==> config.mk <==
export PLATFORM = sky130hd
export DESIGN_NAME = asd_sequencer
export DESIGN_NICKNAME = d
export VERILOG_FILES = /design/src/verilog/asd_pkg.sv /design/src/verilog/asd_sequencer.sv /design/src/verilog/asd_interval_timer.sv
export SDC_FILE = /design/constraint.sdc
export NUM_CORES = 1
export LEC_CHECK = 0
export ABC_AREA = 1
export ABC_CLOCK_PERIOD_IN_PS = 3260
export BUFFER_PORTS_ARGS = -buffer_cell sky130_fd_sc_hd__buf_4
export CORE_AREA = 2 2 273 275
export CTS_BUF_LIST = sky130_fd_sc_hd__clkbuf_8
export DETAILED_ROUTE_END_ITERATION = 8
export DIE_AREA = 0 0 275 277
export GPL_TIMING_DRIVEN = 0
export HOLD_SLACK_MARGIN = 0.1
export SYNTH_ARGS = -nofsm -noshare
export SYNTH_HDL_FRONTEND = slang
export SYNTH_HIERARCHICAL = 1
export SYNTH_SLANG_ARGS = --single-unit
==> constraint.sdc <==
create_clock -name core_clk -period 3.26 [get_ports core_clk]
set_input_delay 0.489 -clock core_clk [delete_from_list [all_inputs] [get_ports core_clk]]
set_output_delay 0.489 -clock core_clk [all_outputs]
set_load 0.01 [all_outputs]
==> src/verilog/asd_pkg.sv <==
// asd_pkg: constants, modes and carriers for the converter sequencer and
// the output refresh logic.
// assumes a single 20 MHz core clock; every time figure below is in ns or cycles.
package asd_pkg;

   // =========================================================
   // clock and timing
   // =========================================================
   localparam int CLK_MHZ          = 20;
   localparam int TMR_W            = 16;
   // one output slot is one sixteenth of the whole refresh cycle
   localparam int REFRESH_NORM_NS  = 1_700_000;
   localparam int REFRESH_FAST_NS  = 400_000;
   localparam int DEMUX_HOLD_NS    = 100_000;
   localparam int NUM_OUT          = 16;
   localparam int SLOT_NORM_CYC    = (REFRESH_NORM_NS * CLK_MHZ / 1000) / NUM_OUT;
   localparam int SLOT_FAST_CYC    = (REFRESH_FAST_NS * CLK_MHZ / 1000) / NUM_OUT;
   // fixed cycles spent per slot outside the two timed phases
   localparam int SLOT_OVERHEAD    = 3;

   // =========================================================
   // widths and reset values
   // =========================================================
   localparam int RESULT_W         = 12;
   localparam int WORD_W           = 16;
   localparam int CHAN_W           = 4;
   localparam int NUM_IN           = 16;
   localparam logic [4:0] SCAN_LEN_RST = 5'h00;  // zero means not loaded
   localparam logic [4:0] SCAN_LEN_MAX = 5'h10;

   // =========================================================
   // modes
   // =========================================================
   typedef enum logic [1:0] {
      MODE_CONT_SCAN = 2'b00,
      MODE_POLLED    = 2'b01,
      MODE_ONE_PASS  = 2'b10,
      MODE_UNUSED    = 2'b11
   } asd_mode_e;

   // =========================================================
   // carriers
   // =========================================================
   typedef struct packed {
      asd_mode_e         mode;
      logic              short_settle;
      logic              fast_refresh;
      logic [CHAN_W-1:0] input_select_lines;
   } asd_ctrl_s;

   typedef struct packed {
      logic settle_busy;
      logic conversion_busy_flag;
      logic fresh_result;
      logic scan_finished_flag;
   } asd_status_s;

   typedef struct packed {
      logic              wr;
      logic              rd;
      logic [CHAN_W-1:0] addr;
      logic [WORD_W-1:0] wdata;
   } asd_mem_req_s;

endpackage

==> src/verilog/asd_sequencer.sv <==
// asd_sequencer: input conversion sequencer and output refresh controller.
// assumes converter pins arrive asynchronously; host controls are on core_clk.
`timescale 1ns/10ps
module asd_sequencer
   import asd_pkg::*;
#(
   parameter int SETTLE_NS       = 10_000,
   parameter int SETTLE_SHORT_NS = 4_000,
   parameter int TRACK_NS        = 5_000,
   parameter int TRACK_SHORT_NS  = 2_000,
   parameter int DAC_SETTLE_NS   = 2_000
) (
   input  wire logic                core_clk,
   input  wire logic                resetn,
   input  wire asd_ctrl_s           ctrl,
   input  wire logic                begin_settle,
   input  wire logic                conversion_start_enable,
   input  wire logic                result_read,
   input  wire logic                scan_len_load,
   input  wire logic [4:0]          scan_len_value,
   output asd_status_s              status,
   output logic [RESULT_W-1:0]      conversion_result_register,
   input  wire logic [CHAN_W-1:0]   scan_rd_index,
   output logic [RESULT_W-1:0]      scan_rd_data,
   input  wire asd_mem_req_s        host_mem,
   output logic [WORD_W-1:0]        host_mem_rdata,
   output logic [CHAN_W-1:0]        input_select_pins,
   output logic                     adc_track,
   output logic                     convert_command,
   input  wire logic                converter_completion_indicator,
   input  wire logic [RESULT_W-1:0] adc_data_pins,
   output logic [RESULT_W-1:0]      dac_data,
   output logic [CHAN_W-1:0]        dac_select,
   output logic                     demux_enable
);
   // =========================================================
   // derived cycle counts (least times round up)
   // =========================================================
   localparam int SETTLE_CYC   = (SETTLE_NS * CLK_MHZ + 999) / 1000;
   localparam int SETTLE_S_CYC = (SETTLE_SHORT_NS * CLK_MHZ + 999) / 1000;
   localparam int TRACK_CYC    = (TRACK_NS * CLK_MHZ + 999) / 1000;
   localparam int TRACK_S_CYC  = (TRACK_SHORT_NS * CLK_MHZ + 999) / 1000;
   localparam int DAC_SET_CYC  = (DAC_SETTLE_NS * CLK_MHZ + 999) / 1000;
   localparam int HOLD_N_CYC   = SLOT_NORM_CYC - DAC_SET_CYC - SLOT_OVERHEAD;
   localparam int HOLD_F_CYC   = SLOT_FAST_CYC - DAC_SET_CYC - SLOT_OVERHEAD;
   typedef enum logic [2:0] {
      A_IDLE   = 3'b000,
      A_SETTLE = 3'b001,
      A_TRACK  = 3'b010,
      A_HOLD   = 3'b011,
      A_CONV   = 3'b100,
      A_FINISH = 3'b101
   } asd_adc_state_e;
   typedef enum logic [1:0] {
      F_FETCH  = 2'b00,
      F_SETTLE = 2'b01,
      F_HOLD   = 2'b10
   } asd_ref_state_e;
   // =========================================================
   // converter pin synchronisers
   // =========================================================
   logic                ind_meta;
   logic                ind_sync;
   logic [RESULT_W-1:0] data_meta;
   logic [RESULT_W-1:0] data_sync;
   // two flops each; only the second stage is read by logic
   always_ff @(posedge core_clk) begin
      if (!resetn) begin
         ind_meta  <= 1'b0;
         ind_sync  <= 1'b0;
         data_meta <= '0;
         data_sync <= '0;
      end else begin
         ind_meta  <= converter_completion_indicator;
         ind_sync  <= ind_meta;
         data_meta <= adc_data_pins;
         data_sync <= data_meta;
      end
   end
   // =========================================================
   // mode and scan decode
   // =========================================================
   asd_adc_state_e    astate;
   logic [CHAN_W-1:0] chan;
   logic [4:0]        scan_len;
   logic              pass_active;
   asd_mode_e         mode_prev;
   logic              adc_load;
   logic [TMR_W-1:0]  adc_count;
   logic              adc_done;
   wire mode_polled  = (ctrl.mode == MODE_POLLED);
   wire mode_cont    = (ctrl.mode == MODE_CONT_SCAN);
   wire mode_pass    = (ctrl.mode == MODE_ONE_PASS);
   wire mode_changed = (ctrl.mode != mode_prev);
   wire pass_start   = mode_pass && mode_changed;
   // an unloaded length scans all sixteen inputs
   wire [4:0] eff_len = ((scan_len == 5'h00) || (scan_len > SCAN_LEN_MAX))
                        ? SCAN_LEN_MAX : scan_len;
   wire [CHAN_W-1:0] last_chan = CHAN_W'(eff_len - 5'h01);
   wire scan_run     = mode_cont || (mode_pass && pass_active);
   wire chan_diff    = (ctrl.input_select_lines != chan);
   // a settle request or changed select bits in idle; busy states never look at the command
   wire poll_go      = mode_polled && (begin_settle || chan_diff);
   wire seq_go       = (astate == A_IDLE) && !mode_changed &&
                       (poll_go || scan_run);
   wire conv_go      = (astate == A_HOLD) &&
                       (mode_polled ? conversion_start_enable
                                    : (mode_cont || mode_pass));
   wire conv_end     = (astate == A_FINISH) && !ind_sync;
   wire last_done    = conv_end && !mode_polled && (chan == last_chan);
   // one interval timer serves both settle and track phases
   assign adc_load  = seq_go || ((astate == A_SETTLE) && adc_done);
   assign adc_count = seq_go ? (ctrl.short_settle ? TMR_W'(SETTLE_S_CYC)
                                                  : TMR_W'(SETTLE_CYC))
                             : (ctrl.short_settle ? TMR_W'(TRACK_S_CYC)
                                                  : TMR_W'(TRACK_CYC));
   asd_interval_timer #(.W(TMR_W)) u_adc_tmr (
      .core_clk (core_clk),
      .resetn   (resetn),
      .load     (adc_load),
      .count    (adc_count),
      .done     (adc_done)
   );
   // =========================================================
   // conversion sequence
   // =========================================================
   // channel follows the host bits when polled, the scan counter otherwise
   always_ff @(posedge core_clk) begin
      if (!resetn) begin
         astate          <= A_IDLE;
         chan            <= '0;
         adc_track       <= 1'b0;
         convert_command <= 1'b0;
         mode_prev       <= MODE_CONT_SCAN;
      end else begin
         mode_prev       <= ctrl.mode;
         convert_command <= 1'b0;
         case (astate)
            A_IDLE: begin
               if (mode_changed) begin
                  chan <= mode_polled ? ctrl.input_select_lines : '0;
               end else if (seq_go) begin
                  if (mode_polled) chan <= ctrl.input_select_lines;
                  astate <= A_SETTLE;
               end
            end
            A_SETTLE: begin
               if (adc_done) begin
                  adc_track <= 1'b1;
                  astate    <= A_TRACK;
               end
            end
            A_TRACK: begin
               if (adc_done) begin
                  adc_track <= 1'b0;                                   // hold mode
                  astate    <= A_HOLD;
               end
            end
            A_HOLD: begin
               if (conv_go) begin
                  convert_command <= 1'b1;
                  astate          <= A_CONV;
               end
            end
            A_CONV: begin
               if (ind_sync) begin                             // converter has begun
                  astate <= A_FINISH;
               end
            end
            A_FINISH: begin
               if (conv_end) begin
                  astate <= A_IDLE;
                  if (!mode_polled) begin
                     chan <= (chan == last_chan) ? '0 : chan + CHAN_W'(1);
                  end
               end
            end
            default: astate <= A_IDLE;
         endcase
      end
   end
   assign input_select_pins = chan;
   // =========================================================
   // status flags (a set always wins over a clear)
   // =========================================================
   always_ff @(posedge core_clk) begin
      if (!resetn) begin
         status      <= '0;
         pass_active <= 1'b0;
         scan_len    <= SCAN_LEN_RST;
      end else begin
         if (scan_len_load) scan_len <= scan_len_value;
         if (seq_go) begin
            status.settle_busy <= 1'b1;
         end else if ((astate == A_TRACK) && adc_done) begin
            status.settle_busy <= 1'b0;
         end
         if (conv_go) begin
            status.conversion_busy_flag <= 1'b1;
         end else if (conv_end || result_read) begin
            status.conversion_busy_flag <= 1'b0;
         end
         if (conv_end && mode_polled) begin
            status.fresh_result <= 1'b1;
         end else if (result_read) begin
            status.fresh_result <= 1'b0;
         end
         if (last_done && mode_pass) begin
            status.scan_finished_flag <= 1'b1;
            pass_active               <= 1'b0;
         end else if (pass_start) begin
            status.scan_finished_flag <= 1'b0;
            pass_active               <= 1'b1;
         end
      end
   end
   // =========================================================
   // result storage
   // =========================================================
   logic [RESULT_W-1:0] scan_mem [NUM_IN];
   // polled results go to the result register, scan results per channel
   always_ff @(posedge core_clk) begin
      if (!resetn) begin
         conversion_result_register <= '0;
         scan_rd_data               <= '0;
      end else begin
         if (conv_end && mode_polled) begin
            conversion_result_register <= data_sync;
         end
         scan_rd_data <= scan_mem[scan_rd_index];
      end
   end
   // scan storage needs no reset; it is written before it means anything
   always_ff @(posedge core_clk) begin
      if (conv_end && !mode_polled) begin
         scan_mem[chan] <= data_sync;
      end
   end
   // =========================================================
   // output word memory and arbitration
   // =========================================================
   logic [WORD_W-1:0] out_mem [NUM_OUT];
   asd_ref_state_e    fstate;
   logic [CHAN_W-1:0] rch;
   logic              ref_load;
   logic [TMR_W-1:0]  ref_count;
   logic              ref_done;
   // host wins the port; the refresh fetch waits for as long as the host reads or writes
   wire host_busy = host_mem.wr || host_mem.rd;
   wire ref_grant = (fstate == F_FETCH) && !host_busy;
   always_ff @(posedge core_clk) begin
      if (host_mem.wr) begin
         out_mem[host_mem.addr] <= host_mem.wdata;
      end
   end
   always_ff @(posedge core_clk) begin
      if (!resetn) begin
         host_mem_rdata <= '0;
      end else if (host_mem.rd && !host_mem.wr) begin
         host_mem_rdata <= out_mem[host_mem.addr];
      end
   end
   // =========================================================
   // output refresh sequence
   // =========================================================
   assign ref_load  = ref_grant || ((fstate == F_SETTLE) && ref_done);
   assign ref_count = ref_grant ? TMR_W'(DAC_SET_CYC)
                                : (ctrl.fast_refresh ? TMR_W'(HOLD_F_CYC)
                                                     : TMR_W'(HOLD_N_CYC));
   asd_interval_timer #(.W(TMR_W)) u_ref_tmr (
      .core_clk (core_clk),
      .resetn   (resetn),
      .load     (ref_load),
      .count    (ref_count),
      .done     (ref_done)
   );
   // fetch, let the DAC settle, then hold the distributor switch on
   always_ff @(posedge core_clk) begin
      if (!resetn) begin
         fstate       <= F_FETCH;
         rch          <= '0;
         dac_data     <= '0;
         dac_select   <= '0;
         demux_enable <= 1'b0;
      end else begin
         case (fstate)
            F_FETCH: begin
               if (ref_grant) begin
                  dac_data   <= out_mem[rch][RESULT_W-1:0];
                  dac_select <= rch;
                  fstate     <= F_SETTLE;
               end
            end
            F_SETTLE: begin
               if (ref_done) begin
                  demux_enable <= 1'b1;
                  fstate       <= F_HOLD;
               end
            end
            F_HOLD: begin
               if (ref_done) begin
                  demux_enable <= 1'b0;
                  rch          <= rch + CHAN_W'(1);
                  fstate       <= F_FETCH;
               end
            end
            default: fstate <= F_FETCH;
         endcase
      end
   end
endmodule

==> src/verilog/asd_interval_timer.sv <==
// asd_interval_timer: loadable down counter giving a one-cycle done pulse.
// assumes load values of at least one cycle, same clock as the user.
`timescale 1ns/10ps
module asd_interval_timer
   import asd_pkg::*;
#(
   parameter int W = TMR_W
) (
   input  wire logic         core_clk,
   input  wire logic         resetn,
   input  wire logic         load,
   input  wire logic [W-1:0] count,
   output logic              done
);

   logic [W-1:0] remain;
   logic         running;

   // =========================================================
   // countdown
   // =========================================================
   // a new load restarts the interval, even while one is running
   always_ff @(posedge core_clk) begin
      if (!resetn) begin
         remain  <= '0;
         running <= 1'b0;
         done    <= 1'b0;
      end else if (load) begin
         remain  <= count;
         running <= 1'b1;
         done    <= 1'b0;
      end else begin
         done <= running && (remain <= W'(1));
         if (running && (remain <= W'(1))) begin
            running <= 1'b0;
         end
         if (running) begin
            remain <= remain - W'(1);
         end
      end
   end

endmodule

==> flow_metrics.env, run 1 <==
export IMPL_fp_row_count=100
export IMPL_syn_inst=2414
export IMPL_relSlewSlack=0.0992
export IMPL_grt_use_total=0.220
export IMPL_worstSetupPathType="reg2reg"
export IMPL_cap_viol_max_count=0
export IMPL_hp_class="in2reg"
export IMPL_die_w_microns=275
export IMPL_fin_crit_ns=2.78
export IMPL_detail_route_wl_per_cell_microns=22.7
export IMPL_critPathArrivalTime_ns=3.07
export IMPL_antenna_found_initial=3
export IMPL_synthesis_area_sq_um=25500
export IMPL_hold_viol_final=0
export IMPL_grt_util_met3=0.0581
export IMPL_grt_max_degree=19
export IMPL_timing_final_ws_setup_ns=0.478
export IMPL_path_max_fanout=12
export IMPL_die_h_microns=277
export IMPL_required_ns=3.55
export IMPL_drv_slew=0
export IMPL_ys_seq_area_frac=0.642
export IMPL_period_share=0.853
export IMPL_die_area_sq_um=76200
export IMPL_ys_warn_count=6
export IMPL_cts_buffer_depth=3
export IMPL_leakage_nw=11.4
export IMPL_dp_hpwl_microns=58100
export IMPL_dp_slack_ns=0.460
export IMPL_syn_to_final_growth_pct=19.0
export IMPL_syn_mean_instance_area_sq_um=10.6
export IMPL_pin_count=125
export IMPL_drc=0
export IMPL_grt_pass1_vias=20000
export IMPL_utilization=0.412
export IMPL_pwr_density_cell_nw_per_um2=572
export IMPL_status="finished, final reports clean"
export IMPL_numClockSinks=594
export IMPL_crit_slowest_cell="nor2_1"
export IMPL_setup_violations=0
export IMPL_routed_via_density=5.42
export IMPL_fmax_mhz=360
export IMPL_cts_setup_buffers=0
export IMPL_htree_num_levels=3
export IMPL_cp_common_cell="nand2_1"
export IMPL_coreArea_sq_um=73600
export IMPL_wl_microns=85300
export IMPL_cts_tree="done"
export IMPL_peakVddDrop_v=0.000393
export IMPL_initial_utilization=0.346
export IMPL_end_kind="register"
export IMPL_vias=20400
export IMPL_layout_drive_gt1_share=0.159
export IMPL_worst_path_largest_cell_delay_ns=1.04
export IMPL_crit_family="simple AND/OR/NAND/NOR gates"
export IMPL_worst_slew_pin_slew_ns=1.35
export IMPL_grtUsageMet2=0.356
export IMPL_clk_pin_slew_ns=0.06
export IMPL_path_cells="nand3_2 -> nor2_4 -> nand2_1 -> inv_1 -> nand2_1 -> nor2_1"
export IMPL_insertion_delay_ns=0.72
export IMPL_cp_start_kind="register"
export IMPL_crit_buf_inv=1
export IMPL_yosys_cell_types_count=41
export IMPL_nNetsFinal=2779
export IMPL_rsz0062_at_grt="no"
export IMPL_clock_skew_ns=0.0452
export IMPL_firstDrtPassIters=7
export IMPL_drtIter0Drc=2570
export IMPL_ant_nets=0
export IMPL_gp_congestion=0.951
export IMPL_numCtsBuffers=98
export IMPL_top_usage_layer="met2"
export IMPL_grt_ovfl_total=0
export IMPL_grt_use_met1=0.268
export IMPL_portBuffers=121
export IMPL_cts_root_buf="clkbuf_8"
export IMPL_grt_pass1_wl_microns=125000
export IMPL_synth_seq_cells=594
## cell families after synthesis
kind of cell             Yosys count  share of synthesized area
AO/OA/AOI/OAI                    606                      0.145
AND/OR/NAND/NOR                  907                      0.148
buffers and inverters            277                     0.0518
XOR/XNOR                          15                    0.00515
flip-flops                       594                      0.642
adder cells (fa/ha/maj)           14                    0.00687
other                              1                   0.000147
## power breakdown
| group | leakage [nW] | switching [W] | internal (W) |
|---|---|---|---|
| Clock | 1.08 | 0.00313 | 0.00326 |
| Sequential | 5.28 | 0.000233 | 0.00836 |
| Combinational | 5.06 | 0.00153 | 0.000823 |
## layout make-up
cell class,instances,area (sq um)
Buffer,137,795
Inverter,140,527
Clock buffer,106,1460
Antenna cell,1,2.50
Multi-Input combinational cell,1560,7900
Sequential cell,594,16400
Tap cell,969,1210
Fill cell,7054,43200
Clock inverter,79,444
Timing Repair Buffer,176,1610
## stage by stage
step | hold WS (ns) | setup TNS (ns) | std cells | total power (W) | cell area, sq um
after floorplan | 0.390 | 0 | 2431 | 0.0102 | 25600
after global placement | 0.409 | -38.78 | 3521 | 0.0110 | 27700
after detailed placement | 0.410 | 0 | 3537 | 0.0110 | 28000
after CTS | 0.115 | 0 | 3761 | 0.0174 | 30300
after global routing | 0.127 | 0 | 3762 | 0.0180 | 30300
final | 0.153 | 0 | 3762 | 0.0173 | 30300
## path summary, 6_finish.rpt
path | start | to | slack, ns | depth (start not counted)
max | astate[0]$_SDFFE_PN0P_ | scan_mem[13][7]$_DFFE_PP_ | 0.48 | 6
min reg2reg | data_meta[8]$_SDFF_PN0_ | data_sync[8]$_SDFF_PN0_ | 0.41 | 2
max reg2reg | astate[0]$_SDFFE_PN0P_ | scan_mem[13][7]$_DFFE_PP_ | 0.48 | 6
min | host_mem[7] | out_mem[13][7]$_DFFE_PP_ | 0.15 | 1
## cell usage after synthesis
cell type    n  area share
inv_1      125       0.018
o211ai_1    66       0.019
nand3_1    105       0.021
edfxtp_1   448        0.53
nor2_1     388       0.057
a21oi_2      2     0.00069
dfxtp_1    146        0.11
buf_6       21      0.0093
buf_1        1     0.00015
inv_2       12      0.0018
a211oi_1     2     0.00059
clkinv_1     2     0.00029
xnor2_1      6      0.0021
clkbuf_2     4     0.00079
nand2_2      8      0.0020
o221ai_1    20      0.0069
buf_4       15      0.0044
nor3_1       6      0.0012
nand4_1      7      0.0017
nor2_4       6      0.0027
nor2_2      21      0.0052
a22oi_1    144       0.042
a31oi_1     16      0.0039
a22oi_2      2     0.00098
ha_1        14      0.0069
nand2_1    347       0.051
xor2_1       9      0.0031
a21oi_1     85       0.017
nand3_2      2     0.00079
o22ai_1     11      0.0027
clkbuf_1    47      0.0069
nor4_1       1     0.00025
nor3_2      13      0.0051
buf_2       49      0.0096
o31ai_1      3     0.00088
o21ai_0    208       0.041
and3_1       2     0.00049
or2_1        1     0.00025
conb_1       1     0.00015
o21ai_1     47      0.0092
clkinv_2     1     0.00020
## sequential cells by signal, indices dropped and copies added (netlist names), 2 cells and up
name and count:
scan_mem 192, astate 3, host_mem_rdata 16, data_meta 12, u_ref_tmr/remain 16, dac_data 12, mode_prev 2, scan_len 5
data_sync 12, conversion_result_register 12, u_adc_tmr/remain 16, rch 4, dac_select 4, status 4, input_select_pins 4, scan_rd_data 12
out_mem 256, fstate 2
## cell usage in the layout (no fill, tap or decap), types with 18 or more instances in the layout
| cell | netlist | final |
|---|---|---|
| edfxtp_1 | 448 | 448 |
| nor2_1 | 388 | 372 |
| nand2_1 | 347 | 347 |
| o21ai_0 | 208 | 208 |
| inv_1 | 125 | 153 |
| dfxtp_1 | 146 | 146 |
| a22oi_1 | 144 | 144 |
| buf_4 | 15 | 136 |
| clkbuf_8 | 0 | 106 |
| nand3_1 | 105 | 105 |
| a21oi_1 | 85 | 85 |
| o211ai_1 | 66 | 66 |
| buf_2 | 49 | 49 |
| clkbuf_1 | 47 | 47 |
| o21ai_1 | 47 | 47 |
| dlygate4sd3_1 | 0 | 39 |
| nor2_2 | 21 | 37 |
| clkinv_1 | 2 | 25 |
| buf_6 | 21 | 21 |
| o221ai_1 | 20 | 20 |
| clkinv_2 | 1 | 19 |
| conb_1 | 1 | 18 |
## layer usage
layer	part of all wire	vias up
li1	-	9159
met1	0.38	9781
met2	0.47	1162
met3	0.10	293
met4	0.053	4
met5	0.00034	-
## what timing repair did
item	4_1_cts	5_1_grt
hold buffers	39	0
resized for setup	0	0
hold endpoints to repair	239	0
(Power assumes the default switching activity.)
==> inputs of run 2 (changes only) <==
RECOVER_POWER = 25   (was unset)
==> flow_metrics.env, run 2 (synthesis results as in run 1) <==
export IMPL_cts_setup_buffers=0
export IMPL_path_max_fanout=12
export IMPL_grt_max_degree=19
export IMPL_hold_slack_ns=0.163
export IMPL_worstSetupPathType="reg2reg"
export IMPL_sw_frac_of_total=0.282
export IMPL_routed_via_density=5.41
export IMPL_leakage_nw=11.4
export IMPL_timing_final_ws_setup_ns=0.490
export IMPL_dp_slack_ns=0.460
export IMPL_clock_power_share=0.369
export IMPL_fmax_mhz=361
export IMPL_cap_viol_max_count=0
export IMPL_placed_cell_area_sq_um=28000
export IMPL_top_register="out_mem"
export IMPL_cts_buffer_depth=3
export IMPL_initial_utilization=0.346
export IMPL_cts_tree="done"
export IMPL_final_common_cell="edfxtp_1"
export IMPL_hold_viol_final=0
export IMPL_nNetsFinal=2779
export IMPL_drv_slew=0
export IMPL_grt_pass1_vias=20000
export IMPL_layout_common_cells="448 x edfxtp_1, 372 x nor2_1, 347 x nand2_1"
export IMPL_largest_reg_flops=256
export IMPL_cts_root_buf="clkbuf_8"
export IMPL_period_share=0.850
export IMPL_syn_to_final_growth_pct=18.7
export IMPL_coreArea_sq_um=73600
export IMPL_wl_microns=85000
export IMPL_cp_start_kind="register"
export IMPL_htree_num_levels=3
export IMPL_multi_input_area_sq_um=7900
export IMPL_relSlewSlack=0.105
export IMPL_hp_class="in2reg"
export IMPL_critPathArrivalTime_ns=3.05
export IMPL_seq_area_sq_um=16400
export IMPL_ant_nets=0
export IMPL_pin_count=125
export IMPL_status="finished, final reports clean"
export IMPL_die_w_microns=275
export IMPL_p_sw_w=0.00488
export IMPL_worst_slew_pin_slew_ns=1.34
export IMPL_peakVddDrop_v=0.000394
export IMPL_grt_ovfl_total=0
export IMPL_insertion_delay_ns=0.72
export IMPL_nFillCells=7064
export IMPL_drc=0
export IMPL_fin_crit_ns=2.77
export IMPL_clk_pin_slew_ns=0.06
export IMPL_power_w=0.0173
export IMPL_numClockSinks=594
export IMPL_rsz0062_at_grt="no"
export IMPL_setup_violations=0
export IMPL_intPower_w=0.0124
export IMPL_numCtsBuffers=98
export IMPL_grt_pass1_wl_microns=125000
export IMPL_tns_ns=0
export IMPL_dp_hpwl_microns=58100
export IMPL_clock_skew_ns=0.0475
export IMPL_combPwrFrac=0.135
export IMPL_detail_route_wl_per_cell_microns=22.6
export IMPL_drtIter0Drc=2402
export IMPL_end_kind="register"
export IMPL_pwr_density_cell_nw_per_um2=572
export IMPL_seq_power_share=0.496
export IMPL_required_ns=3.54
export IMPL_top_regs="out_mem (256), scan_mem (192)"
export IMPL_antenna_found_initial=3
export IMPL_fp_row_count=100
export IMPL_gp_congestion=0.951
export IMPL_portBuffers=121
export IMPL_layout_drive_gt1_share=0.153
export IMPL_regToRegSetupSlack_ns=0.49
export IMPL_firstDrtPassIters=8
export IMPL_grt_use_total=0.220
export IMPL_die_area_sq_um=76200
export IMPL_vias=20400
export IMPL_die_h_microns=277
export IMPL_stdcell_area_sq_um=30300
## run 2: worst max-delay path, cell delays in order, from the launching register on
cell,delay [ns]
dfxtp_1,0.44
nand3_2,0.20
nor2_4,0.24
nand2_1,0.15
inv_1,0.13
nand2_1,0.17
nor2_1,1.03
## run 2: repair_timing
item,4_1_cts,5_1_grt
resized for setup,0,0
hold buffers,39,0
hold endpoints to repair,239,0
## run 2: layout make-up
type | count | share of cell area
sequential | 594 | 0.541
inverter | 140 | 0.0174
timing repair buffer | 176 | 0.0513
multi-input combinational | 1560 | 0.261
tap | 969 | 0.0401
clock inverter | 79 | 0.0147
buffer | 137 | 0.0262
antenna | 1 | 0.0000827
clock buffer | 106 | 0.0482
## run 2: power groups by stage
stage	Sequential (W)	Combinational [W]	Clock, W
after floorplan	0.00869	0.00151	0
after global placement	0.00874	0.00223	0
after detailed placement	0.00875	0.00228	0
after CTS	0.00859	0.00233	0.00648
after global routing	0.00862	0.00260	0.00681
final	0.00860	0.00234	0.00638
## run 2: final timing paths
path,end,startpoint,cells after the start
setup / recovery,scan_mem[13][7]$_DFFE_PP_,astate[0]$_SDFFE_PN0P_,6
hold reg to reg,data_sync[8]$_SDFF_PN0_,data_meta[8]$_SDFF_PN0_,2
hold / removal,scan_len[2]$_SDFFE_PN0P_,scan_len_value[2],3
setup reg to reg,scan_mem[13][7]$_DFFE_PP_,astate[0]$_SDFFE_PN0P_,6
## run 2: metal layers
layer  wire, microns  track usage
met5              29            0
met4            4520        0.112
met3            8750       0.0581
met2           39700        0.356
met1           32000        0.268
## run 2: metrics by stage
step	utilization	std cells
after floorplan	-	2431
after global placement	0.376	3521
after detailed placement	0.381	3537
after CTS	0.412	3761
after global routing	0.411	3762
final	0.411	3762
